**src/core/hbf_pkg.sv**
```systemverilog
// Package with the block framer constants and carrier types.
package hbf_pkg;
    // Block layout.
    localparam logic [7:0] MAX_PAYLOAD = 8'h00_FE;
    localparam logic [7:0] LEN_RESERVED = 8'h00_FF;
    localparam logic [7:0] DEFAULT_SIZE_LIMIT = 8'h00_20;
    // Node address byte fields.
    localparam int ADDR_UNUSED_HI = 7;
    localparam int ADDR_UNUSED_LO = 3;
    localparam logic [7:0] ADDR_FIELD_MASK = 8'h00_77;
    // Control byte fields.
    localparam int PCB_TYPE_HI = 7;
    localparam int PCB_SEQ = 6;
    localparam int PCB_MORE = 5;
    localparam int PCB_RSEQ = 4;
    localparam int PCB_SRESP = 5;
    localparam logic [7:0] PCB_I = 8'h00_00;
    localparam logic [7:0] PCB_R = 8'h00_80;
    localparam logic [7:0] PCB_S = 8'h00_C0;
    localparam logic [7:0] PCB_I_MASK = 8'h00_80;
    localparam logic [7:0] PCB_R_MASK = 8'h00_E0;
    localparam logic [7:0] PCB_S_MASK = 8'h00_C0;
    localparam logic [3:0] ERR_NONE = 4'h0;
    localparam logic [3:0] ERR_CHECK = 4'h1;
    localparam logic [3:0] ERR_OTHER = 4'h2;
    localparam logic [4:0] S_RESTART = 5'h00;
    localparam logic [4:0] S_SIZE = 5'h01;
    localparam logic [4:0] S_ABORT = 5'h02;
    localparam logic [4:0] S_WAIT = 5'h03;
    localparam logic [4:0] S_VPP = 5'h04;
    // Wishbone register map (byte addresses).
    localparam logic [7:0] REG_CTRL = 8'h00_00;
    localparam logic [7:0] REG_STATUS = 8'h00_04;
    localparam logic [7:0] REG_RXHDR = 8'h00_08;
    localparam logic [7:0] REG_LIMIT = 8'h00_0C;
    localparam int CTRL_SEND_WAIT = 0;
    localparam int CTRL_SEND_ABORT = 1;
    localparam int CTRL_RESTART = 2;

    typedef enum logic [5:0] {
        ST_IDLE = 6'b000001,
        ST_HDR = 6'b000010,
        ST_PAY = 6'b000100,
        ST_CHK = 6'b001000,
        ST_DECIDE = 6'b010000,
        ST_SEND = 6'b100000
    } hbf_state_type;

    typedef struct packed {
        logic [7:0] addr;
        logic [7:0] protocol_control_byte;
        logic [7:0] len;
    } hbf_hdr_type;

    typedef struct packed {
        logic valid;
        logic [7:0] data;
        logic last;
    } hbf_byte_type;
endpackage

```
**src/core/hbf_check.sv**
```systemverilog
// Running exclusive-OR check accumulator for one block.
`timescale 1ns/1ps
module hbf_check (
    // Clock and reset
    input wire logic i_clk,
    input wire logic i_reset,
    // Byte stream
    input wire logic i_clear,
    input wire logic i_en,
    input wire logic [7:0] i_data,
    output logic [7:0] o_sum
);
    typedef struct packed {
        logic [7:0] sum;
    } hbf_chk_st_type;
    hbf_chk_st_type s_r, s_nxt;

    always_comb begin
        s_nxt = s_r;
        if (i_clear) begin
            s_nxt.sum = '0;
        end else if (i_en) begin
            s_nxt.sum = s_r.sum ^ i_data; // RULE22
        end
    end

    always_ff @(posedge i_clk or posedge i_reset) begin
        if (i_reset) begin
            s_r <= '0;
        end else begin
            s_r <= s_nxt;
        end
    end

    assign o_sum = s_r.sum;
endmodule

```
**src/core/hbf_mem.sv**
```systemverilog
// Payload memory with registered read data.
`timescale 1ns/1ps
module hbf_mem (
    // Clock
    input wire logic i_clk,
    // Write port
    input wire logic i_we,
    input wire logic [7:0] i_waddr,
    input wire logic [7:0] i_wdata,
    // Read port
    input wire logic [7:0] i_raddr,
    output logic [7:0] o_rdata
);
    logic [7:0] mem [0:255];

    always_ff @(posedge i_clk) begin
        if (i_we) begin
            mem[i_waddr] <= i_wdata;
        end
        o_rdata <= mem[i_raddr];
    end
endmodule

```
**src/core/hbf_top.sv**
```systemverilog
// Card-side half-duplex block framer: receives a block, answers with a block.
//
// Overview of operation
// RULE1 - Block is address, control, count, payload, check.
// RULE2 - Address bits b8 and b4 sent zero.
// RULE3 - Only node addresses zero are supported.
// RULE4 - First terminal block fixes the connection pair.
// RULE5 - Information block: b8 zero, b7 sequence, b6 more.
// RULE6 - Acknowledge block: 100, b5 expected, b4..b1 error.
// RULE7 - Error codes: 0 none, 1 check, 2 other.
// RULE8 - Supervisory block: b8 b7 set, b6 response.
// RULE9 - Supervisory codes: restart, size, abort, wait, voltage; code rejects voltage (code 4) with error code 2.
// RULE10 - Count equals payload bytes; FF never sent.
// RULE11 - Payload presence fixed by block type.
// RULE12 - Sender appends check byte; receiver verifies it.
// RULE13 - Each supervisory request gets matching response; code answers a voltage request with an acknowledge block, error code 2.
// RULE14 - Terminal starts with sequence-0 information or supervisory.
// RULE15 - Unchained information block answered by information block.
// RULE16 - Chained block answered by acknowledge, next sequence.
// RULE17 - Card requests wait extension when it needs it.
// RULE18 - Size request echoed; new limit kept till next.
// RULE19 - After count and check, receiver takes turn.
// RULE20 - Receive size limit defaults to 32 bytes.
// RULE21 - Oversize count rejected with error code 2.
// RULE22 - Check byte is XOR of all block bytes.
// RULE23 - Send sequence starts at zero, toggles per block.
//
// Local design decisions: register access over Wishbone and the register offsets.
`timescale 1ns/1ps
module hbf_top (
    // Clock and reset
    input wire logic I_CLK,
    input wire logic I_RESET,
    // Received byte stream from the character layer
    input wire logic I_RX_VALID,
    input wire logic [7:0] I_RX_DATA,
    // Transmitted byte stream to the character layer
    output logic O_TX_VALID,
    output logic [7:0] O_TX_DATA,
    output logic O_TX_LAST,
    input wire logic I_TX_READY,
    // Classic Wishbone slave
    input wire logic I_WB_CYC,
    input wire logic I_WB_STB,
    input wire logic I_WB_WE,
    input wire logic [7:0] I_WB_ADR,
    input wire logic [3:0] I_WB_SEL,
    input wire logic [31:0] I_WB_DAT,
    output logic [31:0] O_WB_DAT,
    output logic O_WB_ACK
);
    typedef struct packed {
        hbf_pkg::hbf_state_type st;
        hbf_pkg::hbf_hdr_type rx;
        hbf_pkg::hbf_hdr_type tx;
        logic [7:0] cnt;
        logic [7:0] limit;
        logic [7:0] resp_pay;
        logic resp_has_pay;
        logic [7:0] tx_idx;
        logic send_seq;
        logic conn_open;
        logic [5:0] conn_pair;
        logic req_wait;
        logic req_abort;
        logic [7:0] wait_mult;
        logic pend_s_req;
        logic [4:0] pend_s_code;
        logic [3:0] last_err;
        logic [7:0] blocks;
        logic tx_valid;
        logic [7:0] tx_data;
        logic tx_last;
        logic [31:0] wb_dat;
        logic wb_ack;
    } hbf_st_type;

    hbf_st_type s_r, s_nxt;
    logic [7:0] chk_sum;
    logic [7:0] mem_rdata;
    logic chk_clear, chk_en;
    logic [7:0] chk_data;
    logic mem_we;
    logic [7:0] rx_d1_r, rx_d2_r;
    logic rx_v1_r, rx_v2_r;

    // Decodes the block type of a control byte.
    function automatic logic is_type(input logic [7:0] protocol_control_byte, input logic [7:0] mask, input logic [7:0] code);
        is_type = (protocol_control_byte & mask) == code;
    endfunction

    // The byte stream comes from another domain in general, so it is synchronised.
    always_ff @(posedge I_CLK or posedge I_RESET) begin
        if (I_RESET) begin
            rx_d1_r <= '0;
            rx_d2_r <= '0;
            rx_v1_r <= 1'b0;
            rx_v2_r <= 1'b0;
        end else begin
            rx_d1_r <= I_RX_DATA;
            rx_d2_r <= rx_d1_r;
            rx_v1_r <= I_RX_VALID;
            rx_v2_r <= rx_v1_r;
        end
    end

    logic rx_take;
    logic rx_v3_r;
    always_ff @(posedge I_CLK or posedge I_RESET) begin
        if (I_RESET) begin
            rx_v3_r <= 1'b0;
        end else begin
            rx_v3_r <= rx_v2_r;
        end
    end
    assign rx_take = rx_v2_r & ~rx_v3_r;

    hbf_check u_check (
        .i_clk(I_CLK),
        .i_reset(I_RESET),
        .i_clear(chk_clear),
        .i_en(chk_en),
        .i_data(chk_data),
        .o_sum(chk_sum)
    );

    hbf_mem u_mem (
        .i_clk(I_CLK),
        .i_we(mem_we),
        .i_waddr(s_r.cnt),
        .i_wdata(rx_d2_r),
        .i_raddr(s_r.tx_idx),
        .o_rdata(mem_rdata)
    );

    logic wb_hit;
    assign wb_hit = I_WB_CYC & I_WB_STB & ~s_r.wb_ack;

    always_comb begin
        logic [3:0] err;
        logic [4:0] scode;
        logic exp_seq;
        err = hbf_pkg::ERR_NONE;
        scode = '0;
        exp_seq = 1'b0;
        s_nxt = s_r;
        chk_clear = 1'b0;
        chk_en = 1'b0;
        chk_data = rx_d2_r;
        mem_we = 1'b0;
        s_nxt.wb_ack = wb_hit;
        // Register bus.
        if (wb_hit) begin
            s_nxt.wb_dat = '0;
            unique case (I_WB_ADR)
                hbf_pkg::REG_CTRL: begin
                    if (I_WB_WE && I_WB_SEL[0]) begin
                        s_nxt.req_wait = s_r.req_wait | I_WB_DAT[hbf_pkg::CTRL_SEND_WAIT];
                        s_nxt.req_abort = s_r.req_abort | I_WB_DAT[hbf_pkg::CTRL_SEND_ABORT];
                        if (I_WB_DAT[hbf_pkg::CTRL_RESTART]) begin
                            s_nxt.send_seq = 1'b0;
                        end
                    end
                    if (I_WB_WE && I_WB_SEL[1]) begin
                        s_nxt.wait_mult = I_WB_DAT[15:8];
                    end
                    s_nxt.wb_dat = {16'h0000, s_r.wait_mult, 5'h00, s_r.pend_s_req, s_r.req_abort, s_r.req_wait};
                end
                hbf_pkg::REG_STATUS: begin
                    s_nxt.wb_dat = {s_r.blocks, 4'h0, s_r.last_err, 7'h00, s_r.conn_open, 2'b00, s_r.st};
                end
                hbf_pkg::REG_RXHDR: begin
                    s_nxt.wb_dat = {8'h00, s_r.rx};
                end
                hbf_pkg::REG_LIMIT: begin
                    s_nxt.wb_dat = {24'h00_0000, s_r.limit};
                end
                default: begin
                    s_nxt.wb_dat = '0;
                end
            endcase
        end
        unique case (s_r.st)
            hbf_pkg::ST_IDLE: begin
                chk_clear = 1'b1;
                s_nxt.cnt = '0;
                if (rx_take) begin
                    chk_clear = 1'b0;
                    chk_en = 1'b1; // RULE12
                    s_nxt.rx.addr = rx_d2_r;
                    s_nxt.cnt = 8'h01;
                    s_nxt.st = hbf_pkg::ST_HDR; // RULE1
                end
            end
            hbf_pkg::ST_HDR: begin
                if (rx_take) begin
                    chk_en = 1'b1;
                    s_nxt.cnt = s_r.cnt + 8'h01;
                    if (s_r.cnt == 8'h01) begin
                        s_nxt.rx.protocol_control_byte = rx_d2_r;
                    end else begin
                        s_nxt.rx.len = rx_d2_r;
                        s_nxt.cnt = '0;
                        s_nxt.st = (rx_d2_r == 8'h00) ? hbf_pkg::ST_CHK : hbf_pkg::ST_PAY; // RULE10
                    end
                end
            end
            hbf_pkg::ST_PAY: begin
                if (rx_take) begin
                    chk_en = 1'b1;
                    mem_we = 1'b1;
                    s_nxt.cnt = s_r.cnt + 8'h01;
                    if (s_nxt.cnt == s_r.rx.len) begin
                        s_nxt.st = hbf_pkg::ST_CHK;
                    end
                end
            end
            hbf_pkg::ST_CHK: begin
                if (rx_take) begin
                    chk_en = 1'b1;
                    s_nxt.st = hbf_pkg::ST_DECIDE; // RULE19
                end
            end
            hbf_pkg::ST_DECIDE: begin
                // Validation order: check byte first, then framing, then content.
                exp_seq = ~s_r.rx.protocol_control_byte[hbf_pkg::PCB_SEQ];
                scode = s_r.rx.protocol_control_byte[4:0];
                s_nxt.resp_has_pay = 1'b0;
                s_nxt.pend_s_req = 1'b0;
                if (chk_sum != 8'h00) begin
                    err = hbf_pkg::ERR_CHECK; // RULE12
                end else if (s_r.rx.addr[hbf_pkg::ADDR_UNUSED_HI] || s_r.rx.addr[hbf_pkg::ADDR_UNUSED_LO]
                             || (s_r.rx.addr & hbf_pkg::ADDR_FIELD_MASK) != 8'h00) begin
                    err = hbf_pkg::ERR_OTHER; // RULE3
                end else if (s_r.conn_open && s_r.rx.addr[5:0] != s_r.conn_pair) begin
                    err = hbf_pkg::ERR_OTHER; // RULE4
                end else if (s_r.rx.len == hbf_pkg::LEN_RESERVED || s_r.rx.len > s_r.limit) begin
                    err = hbf_pkg::ERR_OTHER; // RULE21
                end else if (!s_r.conn_open && is_type(s_r.rx.protocol_control_byte, hbf_pkg::PCB_I_MASK, hbf_pkg::PCB_I)
                             && s_r.rx.protocol_control_byte[hbf_pkg::PCB_SEQ]) begin
                    err = hbf_pkg::ERR_OTHER; // RULE14
                end else if (is_type(s_r.rx.protocol_control_byte, hbf_pkg::PCB_R_MASK, hbf_pkg::PCB_R)
                             && s_r.rx.len != 8'h00) begin
                    err = hbf_pkg::ERR_OTHER; // RULE11
                end else if (is_type(s_r.rx.protocol_control_byte, hbf_pkg::PCB_S_MASK, hbf_pkg::PCB_S)) begin
                    if (scode > hbf_pkg::S_WAIT) begin
                        err = hbf_pkg::ERR_OTHER; // RULE9
                    end else if ((scode == hbf_pkg::S_SIZE || scode == hbf_pkg::S_WAIT)
                                 != (s_r.rx.len == 8'h01)) begin
                        err = hbf_pkg::ERR_OTHER; // RULE11
                    end
                end
                if (err == hbf_pkg::ERR_NONE) begin
                    s_nxt.conn_open = 1'b1;
                    s_nxt.conn_pair = s_r.rx.addr[5:0]; // RULE4
                end
                s_nxt.last_err = err;
                s_nxt.blocks = s_r.blocks + 8'h01;
                s_nxt.tx.addr = 8'h00; // RULE2
                s_nxt.tx.len = 8'h00;
                if (err != hbf_pkg::ERR_NONE) begin
                    s_nxt.tx.protocol_control_byte = hbf_pkg::PCB_R | {3'b000, s_r.rx.protocol_control_byte[hbf_pkg::PCB_SEQ], err}; // RULE6 RULE7
                end else if (is_type(s_r.rx.protocol_control_byte, hbf_pkg::PCB_S_MASK, hbf_pkg::PCB_S)) begin
                    if (!s_r.rx.protocol_control_byte[hbf_pkg::PCB_SRESP]) begin // RULE8
                        s_nxt.tx.protocol_control_byte = hbf_pkg::PCB_S | {3'b001, scode}; // RULE13
                        s_nxt.tx.len = s_r.rx.len;
                        s_nxt.resp_has_pay = s_r.rx.len != 8'h00;
                        if (scode == hbf_pkg::S_SIZE) begin
                            s_nxt.limit = mem_rdata; // RULE18
                        end
                        if (scode == hbf_pkg::S_RESTART) begin
                            s_nxt.send_seq = 1'b0;
                        end
                    end else begin
                        // A response closes our own request; give the turn back.
                        s_nxt.tx.protocol_control_byte = hbf_pkg::PCB_R | {3'b000, s_r.send_seq, hbf_pkg::ERR_NONE};
                    end
                end else if (is_type(s_r.rx.protocol_control_byte, hbf_pkg::PCB_I_MASK, hbf_pkg::PCB_I)
                             && s_r.rx.protocol_control_byte[hbf_pkg::PCB_MORE]) begin // RULE5
                    s_nxt.tx.protocol_control_byte = hbf_pkg::PCB_R | {3'b000, exp_seq, hbf_pkg::ERR_NONE}; // RULE16
                end else if (s_r.req_wait || s_r.req_abort) begin
                    scode = s_r.req_wait ? hbf_pkg::S_WAIT : hbf_pkg::S_ABORT;
                    s_nxt.tx.protocol_control_byte = hbf_pkg::PCB_S | {3'b000, scode}; // RULE17
                    s_nxt.tx.len = s_r.req_wait ? 8'h01 : 8'h00;
                    s_nxt.resp_pay = s_r.wait_mult;
                    s_nxt.pend_s_req = 1'b1;
                    s_nxt.pend_s_code = scode;
                    s_nxt.req_wait = 1'b0;
                    s_nxt.req_abort = 1'b0;
                end else begin
                    // Unchained or acknowledged: answer with an empty information block.
                    s_nxt.tx.protocol_control_byte = {1'b0, s_r.send_seq, 6'h00}; // RULE15 RULE23
                    s_nxt.send_seq = ~s_r.send_seq; // RULE23
                end
                if (wb_hit && I_WB_WE && I_WB_SEL[0] && I_WB_ADR == hbf_pkg::REG_CTRL) begin
                    s_nxt.req_wait = s_nxt.req_wait | I_WB_DAT[hbf_pkg::CTRL_SEND_WAIT];
                    s_nxt.req_abort = s_nxt.req_abort | I_WB_DAT[hbf_pkg::CTRL_SEND_ABORT];
                end
                s_nxt.tx_idx = '0;
                s_nxt.cnt = '0;
                chk_clear = 1'b1;
                s_nxt.st = hbf_pkg::ST_SEND;
            end
            hbf_pkg::ST_SEND: begin
                if (!s_r.tx_valid || I_TX_READY) begin
                    s_nxt.tx_valid = 1'b1;
                    s_nxt.tx_last = 1'b0;
                    s_nxt.cnt = s_r.cnt + 8'h01;
                    chk_en = 1'b1;
                    if (s_r.cnt == 8'h00) begin
                        chk_data = s_r.tx.addr;
                    end else if (s_r.cnt == 8'h01) begin
                        chk_data = s_r.tx.protocol_control_byte;
                    end else if (s_r.cnt == 8'h02) begin
                        chk_data = s_r.tx.len;
                    end else if (s_r.cnt < s_r.tx.len + 8'h03) begin
                        chk_data = s_r.pend_s_req ? s_r.resp_pay : mem_rdata;
                    end else begin
                        chk_en = 1'b0;
                        chk_data = chk_sum; // RULE22
                        s_nxt.tx_last = 1'b1;
                    end
                    s_nxt.tx_data = chk_data;
                    if (s_r.cnt == 8'h01) begin
                        s_nxt.tx_idx = s_r.tx_idx;
                    end
                    if (s_r.tx_last) begin
                        s_nxt.tx_valid = 1'b0;
                        s_nxt.tx_last = 1'b0;
                        chk_en = 1'b0;
                        s_nxt.st = hbf_pkg::ST_IDLE;
                    end
                end
            end
            default: begin
                s_nxt.st = hbf_pkg::ST_IDLE;
            end
        endcase
    end

    always_ff @(posedge I_CLK or posedge I_RESET) begin
        if (I_RESET) begin
            s_r <= '0;
            s_r.st <= hbf_pkg::ST_IDLE;
            s_r.limit <= hbf_pkg::DEFAULT_SIZE_LIMIT; // RULE20
        end else begin
            s_r <= s_nxt;
        end
    end

    assign O_TX_VALID = s_r.tx_valid;
    assign O_TX_DATA = s_r.tx_data;
    assign O_TX_LAST = s_r.tx_last;
    assign O_WB_DAT = s_r.wb_dat;
    assign O_WB_ACK = s_r.wb_ack;
endmodule

```
**config.mk**
```make
export PLATFORM = sky130hd
export DESIGN_NAME = hbf_top
export DESIGN_NICKNAME = d
export VERILOG_FILES = /design/src/core/hbf_pkg.sv /design/src/core/hbf_check.sv /design/src/core/hbf_mem.sv /design/src/core/hbf_top.sv
export SDC_FILE = /design/constraint.sdc
export NUM_CORES = 1
export LEC_CHECK = 0
export BUFFER_PORTS_ARGS = -buffer_cell sky130_fd_sc_hd__buf_2
export CAP_MARGIN = 0
export CORE_UTILIZATION = 45
export CTS_BUF_LIST = sky130_fd_sc_hd__clkbuf_8 sky130_fd_sc_hd__clkbuf_16
export DETAILED_ROUTE_END_ITERATION = 10
export PLACE_DENSITY = 0.66
export SETUP_SLACK_MARGIN = 0.15
export SYNTH_ARGS = -nofsm -noshare
export SYNTH_HDL_FRONTEND = slang
export SYNTH_SLANG_ARGS = --single-unit
```
**constraint.sdc**
```tcl
create_clock -name I_CLK -period 6.1 [get_ports I_CLK]
set_clock_uncertainty 0.1 [all_clocks]
set_input_delay 1.22 -clock I_CLK [delete_from_list [all_inputs] [get_ports I_CLK]]
set_output_delay 1.22 -clock I_CLK [all_outputs]
set_load 0.03 [all_outputs]
```
# After elaboration in Yosys (flattened, before gate mapping)
# Memories as Yosys holds them, arrays and structs flattened. A register that Yosys moved wholly into a read port is not among the register bits.
# Index checks and enable logic that the tools add are counted.
# totals
regBits	176
ram_bits	2048
input_bits	59
mem_count	1
# memory_table
memory	words	word_bits	read_ports	rd_clocked_by_memory_dff	write_ports	line_no	source
u_mem.mem	256	8	1	1	1	hbf_mem.sv:14	logic [7:0] mem [0:255];
# classes
addsub	3
magnitude_cmp	3
eq_ne	28
n_mux	92
bitwise	17
reduce_logical	41
# op_table
cell	n
8-bit 2-to-1 mux	19
32-bit one-hot mux with 4 select lines	1
6-bit 2-to-1 mux	11
8-bit one-hot mux with 5 select lines	1
6-bit one-hot mux with 6 select lines	1
8-bit logical NOT	4
1-bit 2-to-1 mux	32
2-bit 2-to-1 mux	16
10-bit 2-to-1 mux	3
8-bit nonzero test	3
8-bit by 1-bit adder with 8-bit output (second input constant)	2
8-bit by 1-bit equality test with 1-bit output (second input constant)	2
8-bit by 4-bit equality test with 1-bit output (second input constant)	2
16-bit 2-to-1 mux	1
2-bit != test (second input constant)	8
14-bit 2-to-1 mux	1
7-bit 2-to-1 mux	2
1-bit logical AND	10
5-bit AND reduction	2
1-bit inverter	9
3-bit AND reduction	3
8-bit by 2-bit adder with 8-bit output (second input constant)	1
8-bit by 2-bit equality test with 1-bit output (second input constant)	1
8-bit by 3-bit equality test with 1-bit output (second input constant)	1
33 further kinds	48

# Logic depth before layout (Yosys ltp)
# logic_depth
ltp_word	19
depth_mapped	12
depth_no_buf	11

# By module
# From an unflattened synthesis, not the netlist that was laid out.
# hier_totals
cells_unflattened	4574
area_unflattened_um2	88312.2
# modules_own_cells
mod	instances	cells_per_inst	area_per_inst_um2	seq_area_each_um2
hbf_mem	1	3733	79556.3	61659.1
hbf_top	1	805	8345.5	4031.4
hbf_check	1	36	410.4	200.2

# Worst setup path after synthesis
# OpenSTA, ideal clock, no wires.
# synth_timing
path_kind	reg-to-reg
startpoint	register s_r[139] (netlist name)
endpoint	register s_r[100] (netlist name)
setup_time_ns	0.125
arrival_time_ns	2.577
slack_ns	3.298
stages_incl_launch_ff	8
path_cell_list	dfrtp_1 ha_1 and3_1 a221o_1 a22oi_1 nand4_4 nor4_4 mux2_2
# synth_via
elab_chain_len	15
# synth_rtl
item	line_no	source
from (decl)	hbf_top.sv:78	hbf_st_type s_r, s_nxt;
from (signal assigned)	hbf_top.sv:347	s_r <= s_nxt;
8-bit by 1-bit equality test with 1-bit output	hbf_top.sv:249	!= (s_r.rx.len == 8'h01)) begin
1-bit != test	hbf_top.sv:249	
2-bit 2-to-1 mux	hbf_top.sv:248	end else if ((scode == hbf_pkg::S_SIZE || scode == hbf_pkg::S_WAIT)
2-bit 2-to-1 mux	hbf_top.sv:246	if (scode > hbf_pkg::S_WAIT) begin
2-bit 2-to-1 mux	hbf_top.sv:245	end else if (is_type(s_r.rx.protocol_control_byte, hbf_pkg::PCB_S_MASK, hbf_pkg::PCB_S)) begin
2-bit 2-to-1 mux	hbf_top.sv:242	end else if (is_type(s_r.rx.protocol_control_byte, hbf_pkg::PCB_R_MASK, hbf_pkg::PCB_R)
2-bit 2-to-1 mux	hbf_top.sv:239	end else if (!s_r.conn_open && is_type(s_r.rx.protocol_control_byte, hbf_pkg::PCB_I_MASK, hbf_pkg::PCB_I)
2-bit 2-to-1 mux (*)	hbf_top.sv:237	end else if (s_r.rx.len == hbf_pkg::LEN_RESERVED || s_r.rx.len > s_r.limit) begin
2-bit 2-to-1 mux (*)	hbf_top.sv:235	end else if (s_r.conn_open && s_r.rx.addr[5:0] != s_r.conn_pair) begin
2-bit 2-to-1 mux (*)	hbf_top.sv:232	end else if (s_r.rx.addr[hbf_pkg::ADDR_UNUSED_HI] || s_r.rx.addr[hbf_pkg::ADDR_UNUSED_LO]
2-bit 2-to-1 mux (*)	hbf_top.sv:230	if (chk_sum != 8'h00) begin
4-bit 2-to-1 mux (*)	hbf_top.sv:183	unique case (s_r.st)
4-bit nonzero test (*)	hbf_top.sv:261	if (err != hbf_pkg::ERR_NONE) begin
1-bit inverter (no line) (*)	n/a	
5-bit AND reduction (no line) (*)	n/a	
# Mark *: on every way between the ends. The rest lies on a longest branch, timed or not. The select of a mux whose other input is x is not followed.
# A chain may end at the register's enable or synchronous reset.

# Worst setup path after layout
# layout_timing
startpoint	register s_r[139] (netlist name)
endpoint	register s_r[96] (netlist name)
# The elaborated chain is that of the path after synthesis.

==> results.sh <==
export IMPL_run_status="complete, no violations"
export IMPL_antenna_cells=0
export IMPL_drt_total_wl_um=21860
export IMPL_crit_required_ns=6.32
export IMPL_root_buffer="clkbuf_16"
export IMPL_crit_arrival_ns=3.51
export IMPL_reg2reg_from="s_r[139]"
export IMPL_min_delay_path_depth=0
export IMPL_antenna_left=0
export IMPL_powerDensity_nw_per_um2=344.3
export IMPL_synthToLayoutAreaGrowth_pct=9.827
export IMPL_antenna_found_initial=0
export IMPL_path_clk_slew_ns=0.07
export IMPL_drive_gt1_share_pct=19.17
export IMPL_finalCritPeriodShare_pct=54.03
export IMPL_cp_start_kind="flop"
export IMPL_fin_nets=985
export IMPL_reg2regPathDepth=7
export IMPL_yosysTopAreaCell="dfrtp_1"
export IMPL_fp_dieArea_um2=21200
export IMPL_start_util_pct=45.87
export IMPL_clock_latency_ns=0.44
export IMPL_placedCellCount=1156
export IMPL_timing_hold_ws_ns=0.2453
export IMPL_report_final_setup_viol=0
export IMPL_fill_cells=1813
export IMPL_synth_top_area_share_pct=45.03
export IMPL_reg2reg_slack_ns=2.80
export IMPL_synthFlopType="dfrtp_1"
export IMPL_ctsResizeCount=0
export IMPL_cts_sink_count=185
export IMPL_finish_utilization_pct=50.38
export IMPL_hold_class="reg2reg"
export IMPL_cts_tree="built"
export IMPL_syn_area_um2=9281
export IMPL_synth_edf_count=8
export IMPL_fin_area_um2=10190
export IMPL_placedInstanceArea_um2=9588
export IMPL_rsz0062_at_grt="false"
export IMPL_whs_endpoint="u_mem.o_rdata[5]"
export IMPL_drt_iter0_drc=461
export IMPL_gr_usage_all_layers_pct=21.61
export IMPL_num_rows=52
export IMPL_coreArea_um2=20230
export IMPL_end_kind="flop"
export IMPL_instances_no_fill=1188
export IMPL_cts_buffers=17
export IMPL_grt_pass1_vias=6586
export IMPL_timing_final_crit_period_ns=3.296
export IMPL_fmax_mhz=303.4
export IMPL_ios=102
export IMPL_viasPerCell=5.671
export IMPL_timing_hold_violations_final=0
export IMPL_wire_per_inst_um=18.40
export IMPL_cts_hold_buf=0
export IMPL_synth_area_top_cells="dfrtp_1 (45%), mux2_2 (4.5%), o21ai_0 (3.8%)"
export IMPL_crit_fanout=9
export IMPL_die_h_um=145.6
export IMPL_grt_ovfl_total=0
export IMPL_p_leak_nw=4.690
export IMPL_syn_nets=962
export IMPL_yosysUniqueCellTypes=71
export IMPL_slew_headroom_pct=34.71
export IMPL_fin_tns_setup_ns=0
export IMPL_cts_buffer_depth=2
export IMPL_min_from="u_mem.mem[0][5]"
export IMPL_max_slew_worst_pin_slew_ns=0.9662
export IMPL_syn_area_per_cell_um2=10.52
export IMPL_cts_setup_buffers=0
export IMPL_grt_max_degree=84
export IMPL_ys_seq_area_share_pct=49.91
export IMPL_final_max_slew_viol_count=0
export IMPL_ys_ff_latch=185
export IMPL_die_width_um=145.6
export IMPL_crit_type="reg2reg"
export IMPL_cap_violations=0
export IMPL_drc_errors=0
export IMPL_rr_endpoint="s_r[96]"
export IMPL_io_buffer_count=78
export IMPL_netlist_instances=882
export IMPL_htreeDepth=4
export IMPL_ir_worst_vdd_mv=0.2149
export IMPL_hpwlAfterDp_um=15670
export IMPL_drt_first_pass_iters=6
export IMPL_synthArstFlopShare_pct=91.35
export IMPL_ys_warn_count=0
export IMPL_grt_pass1_wl_um=35700
export IMPL_vias=6737
export IMPL_place_gp_congestion=0.8665
## cells in the mapped netlist (10+ instances only)
library cell / number
a21oi_1: 17
xnor2_1: 26
mux2i_1: 29
mux2_2: 37
ha_1: 21
and2_1: 13
clkbuf_1: 30
nand4_1: 11
a22o_1: 28
inv_1: 28
nand3_1: 38
nor2_1: 44
dfrtp_1: 167
nor2b_1: 16
xor2_1: 10
nand2_1: 88
buf_4: 41
o21ai_0: 71
## per-layer routing
layer | wire length (µm) | share of wire [%] | GRT usage [%] | vias to the layer above
met4 | 406 | 1.9 | 6.895 | 0
met1 | 10030 | 46 | 29.94 | 3340
li1 | - | - | - | 3170
met2 | 10310 | 47 | 34.06 | 194
met5 | 0 | 0 | 0 | -
met3 | 1105 | 5.1 | 4.420 | 33
## sequential cells by signal, indices dropped and copies added (netlist names)
name / flops
s_r: 99
O_WB_DAT: 32
O_TX_DATA: 8
rx_d1_r: 8
rx_d2_r: 8
u_check.o_sum: 8
u_mem.mem: 8
u_mem.o_rdata: 8
O_TX_LAST: 1
O_TX_VALID: 1
O_WB_ACK: 1
rx_v1_r: 1
rx_v2_r: 1
rx_v3_r: 1
## report_power, final
part           switching (mW)  total (mW)  internal, mW
combinational           0.448       0.790         0.342
clock                   0.537        1.12         0.588
sequential              0.239        1.60          1.36
## layout make-up
cell class / count / area, µm² / area share (%)
clock buffers: 17 / 425.4 / 4.173
clock inverters: 15 / 180.2 / 1.768
inverters: 28 / 110.1 / 1.080
multi-input cells: 590 / 4080 / 40.03
flip-flops and latches: 185 / 4632 / 45.44
well taps: 270 / 337.8 / 3.314
repair buffers: 83 / 427.9 / 4.198
## cell families after synthesis
family | count (synthesis) | synth area share, %
and+or+nand+nor | 282 | 16.22
DFF | 185 | 49.91
AOI/OAI and AO/OA | 182 | 13.17
buffers and inverters | 107 | 6.134
muxes | 69 | 8.345
xor gates and xnor gates | 36 | 3.397
adders and majority gates | 21 | 2.831
## layout by cell type (no fill, tap or decap), types with 8 or more instances in the layout
| cell | instances |
|---|---|
| dfxtp_1 | 8 |
| mux2i_1 | 29 |
| o2111ai_1 | 8 |
| nand3_1 | 38 |
| and2_1 | 13 |
| dfrtp_1 | 167 |
| clkbuf_16 | 17 |
| inv_1 | 27 |
| nand2_1 | 88 |
| nand4_1 | 11 |
| o21ai_0 | 71 |
| o31ai_1 | 8 |
| nor2_1 | 44 |
| nor4_1 | 9 |
| xor2_1 | 10 |
| a22o_1 | 28 |
| nor2b_1 | 16 |
| edfxtp_1 | 8 |
| buf_2 | 78 |
| mux2_2 | 37 |
| a21oi_1 | 17 |
| ha_1 | 21 |
| xnor2_1 | 26 |
| a22oi_1 | 9 |
## how the worst max path moves through the flow
| stage | start | end | slack [ns] | cells after the start |
|---|---|---|---|---|
| global route | s_r[162] | u_check.o_sum[5] | 2.67 | 6 |
| CTS | s_r[139] | s_r[96] | 2.81 | 7 |
| global placement | I_TX_READY | u_check.o_sum[7] | 2.83 | 7 |
| finish | s_r[139] | s_r[96] | 2.80 | 7 |
| floorplan | I_RESET | O_TX_DATA[0] | 0.21 | 1 |
| detailed placement | I_WB_STB | s_r[64] | 2.78 | 7 |
## metrics by stage
stage               power [mW]  setup slack [ns]
global route             3.695             2.666
detailed placement       2.399             2.782
floorplan                2.176            0.2082
finish                   3.510             2.804
global placement         2.379             2.827
CTS                      3.520             2.810
## worst max-delay path, stage by stage, from the launching register on
cell and delay [ns]:
dfrtp_1 0.64, ha_1 0.34, and3_1 0.20, a221o_1 0.34, a22oi_1 0.27, nand4_4 0.26
nor4_4 0.63, mux2_2 0.41
Power figures use the tool's default switching activity.
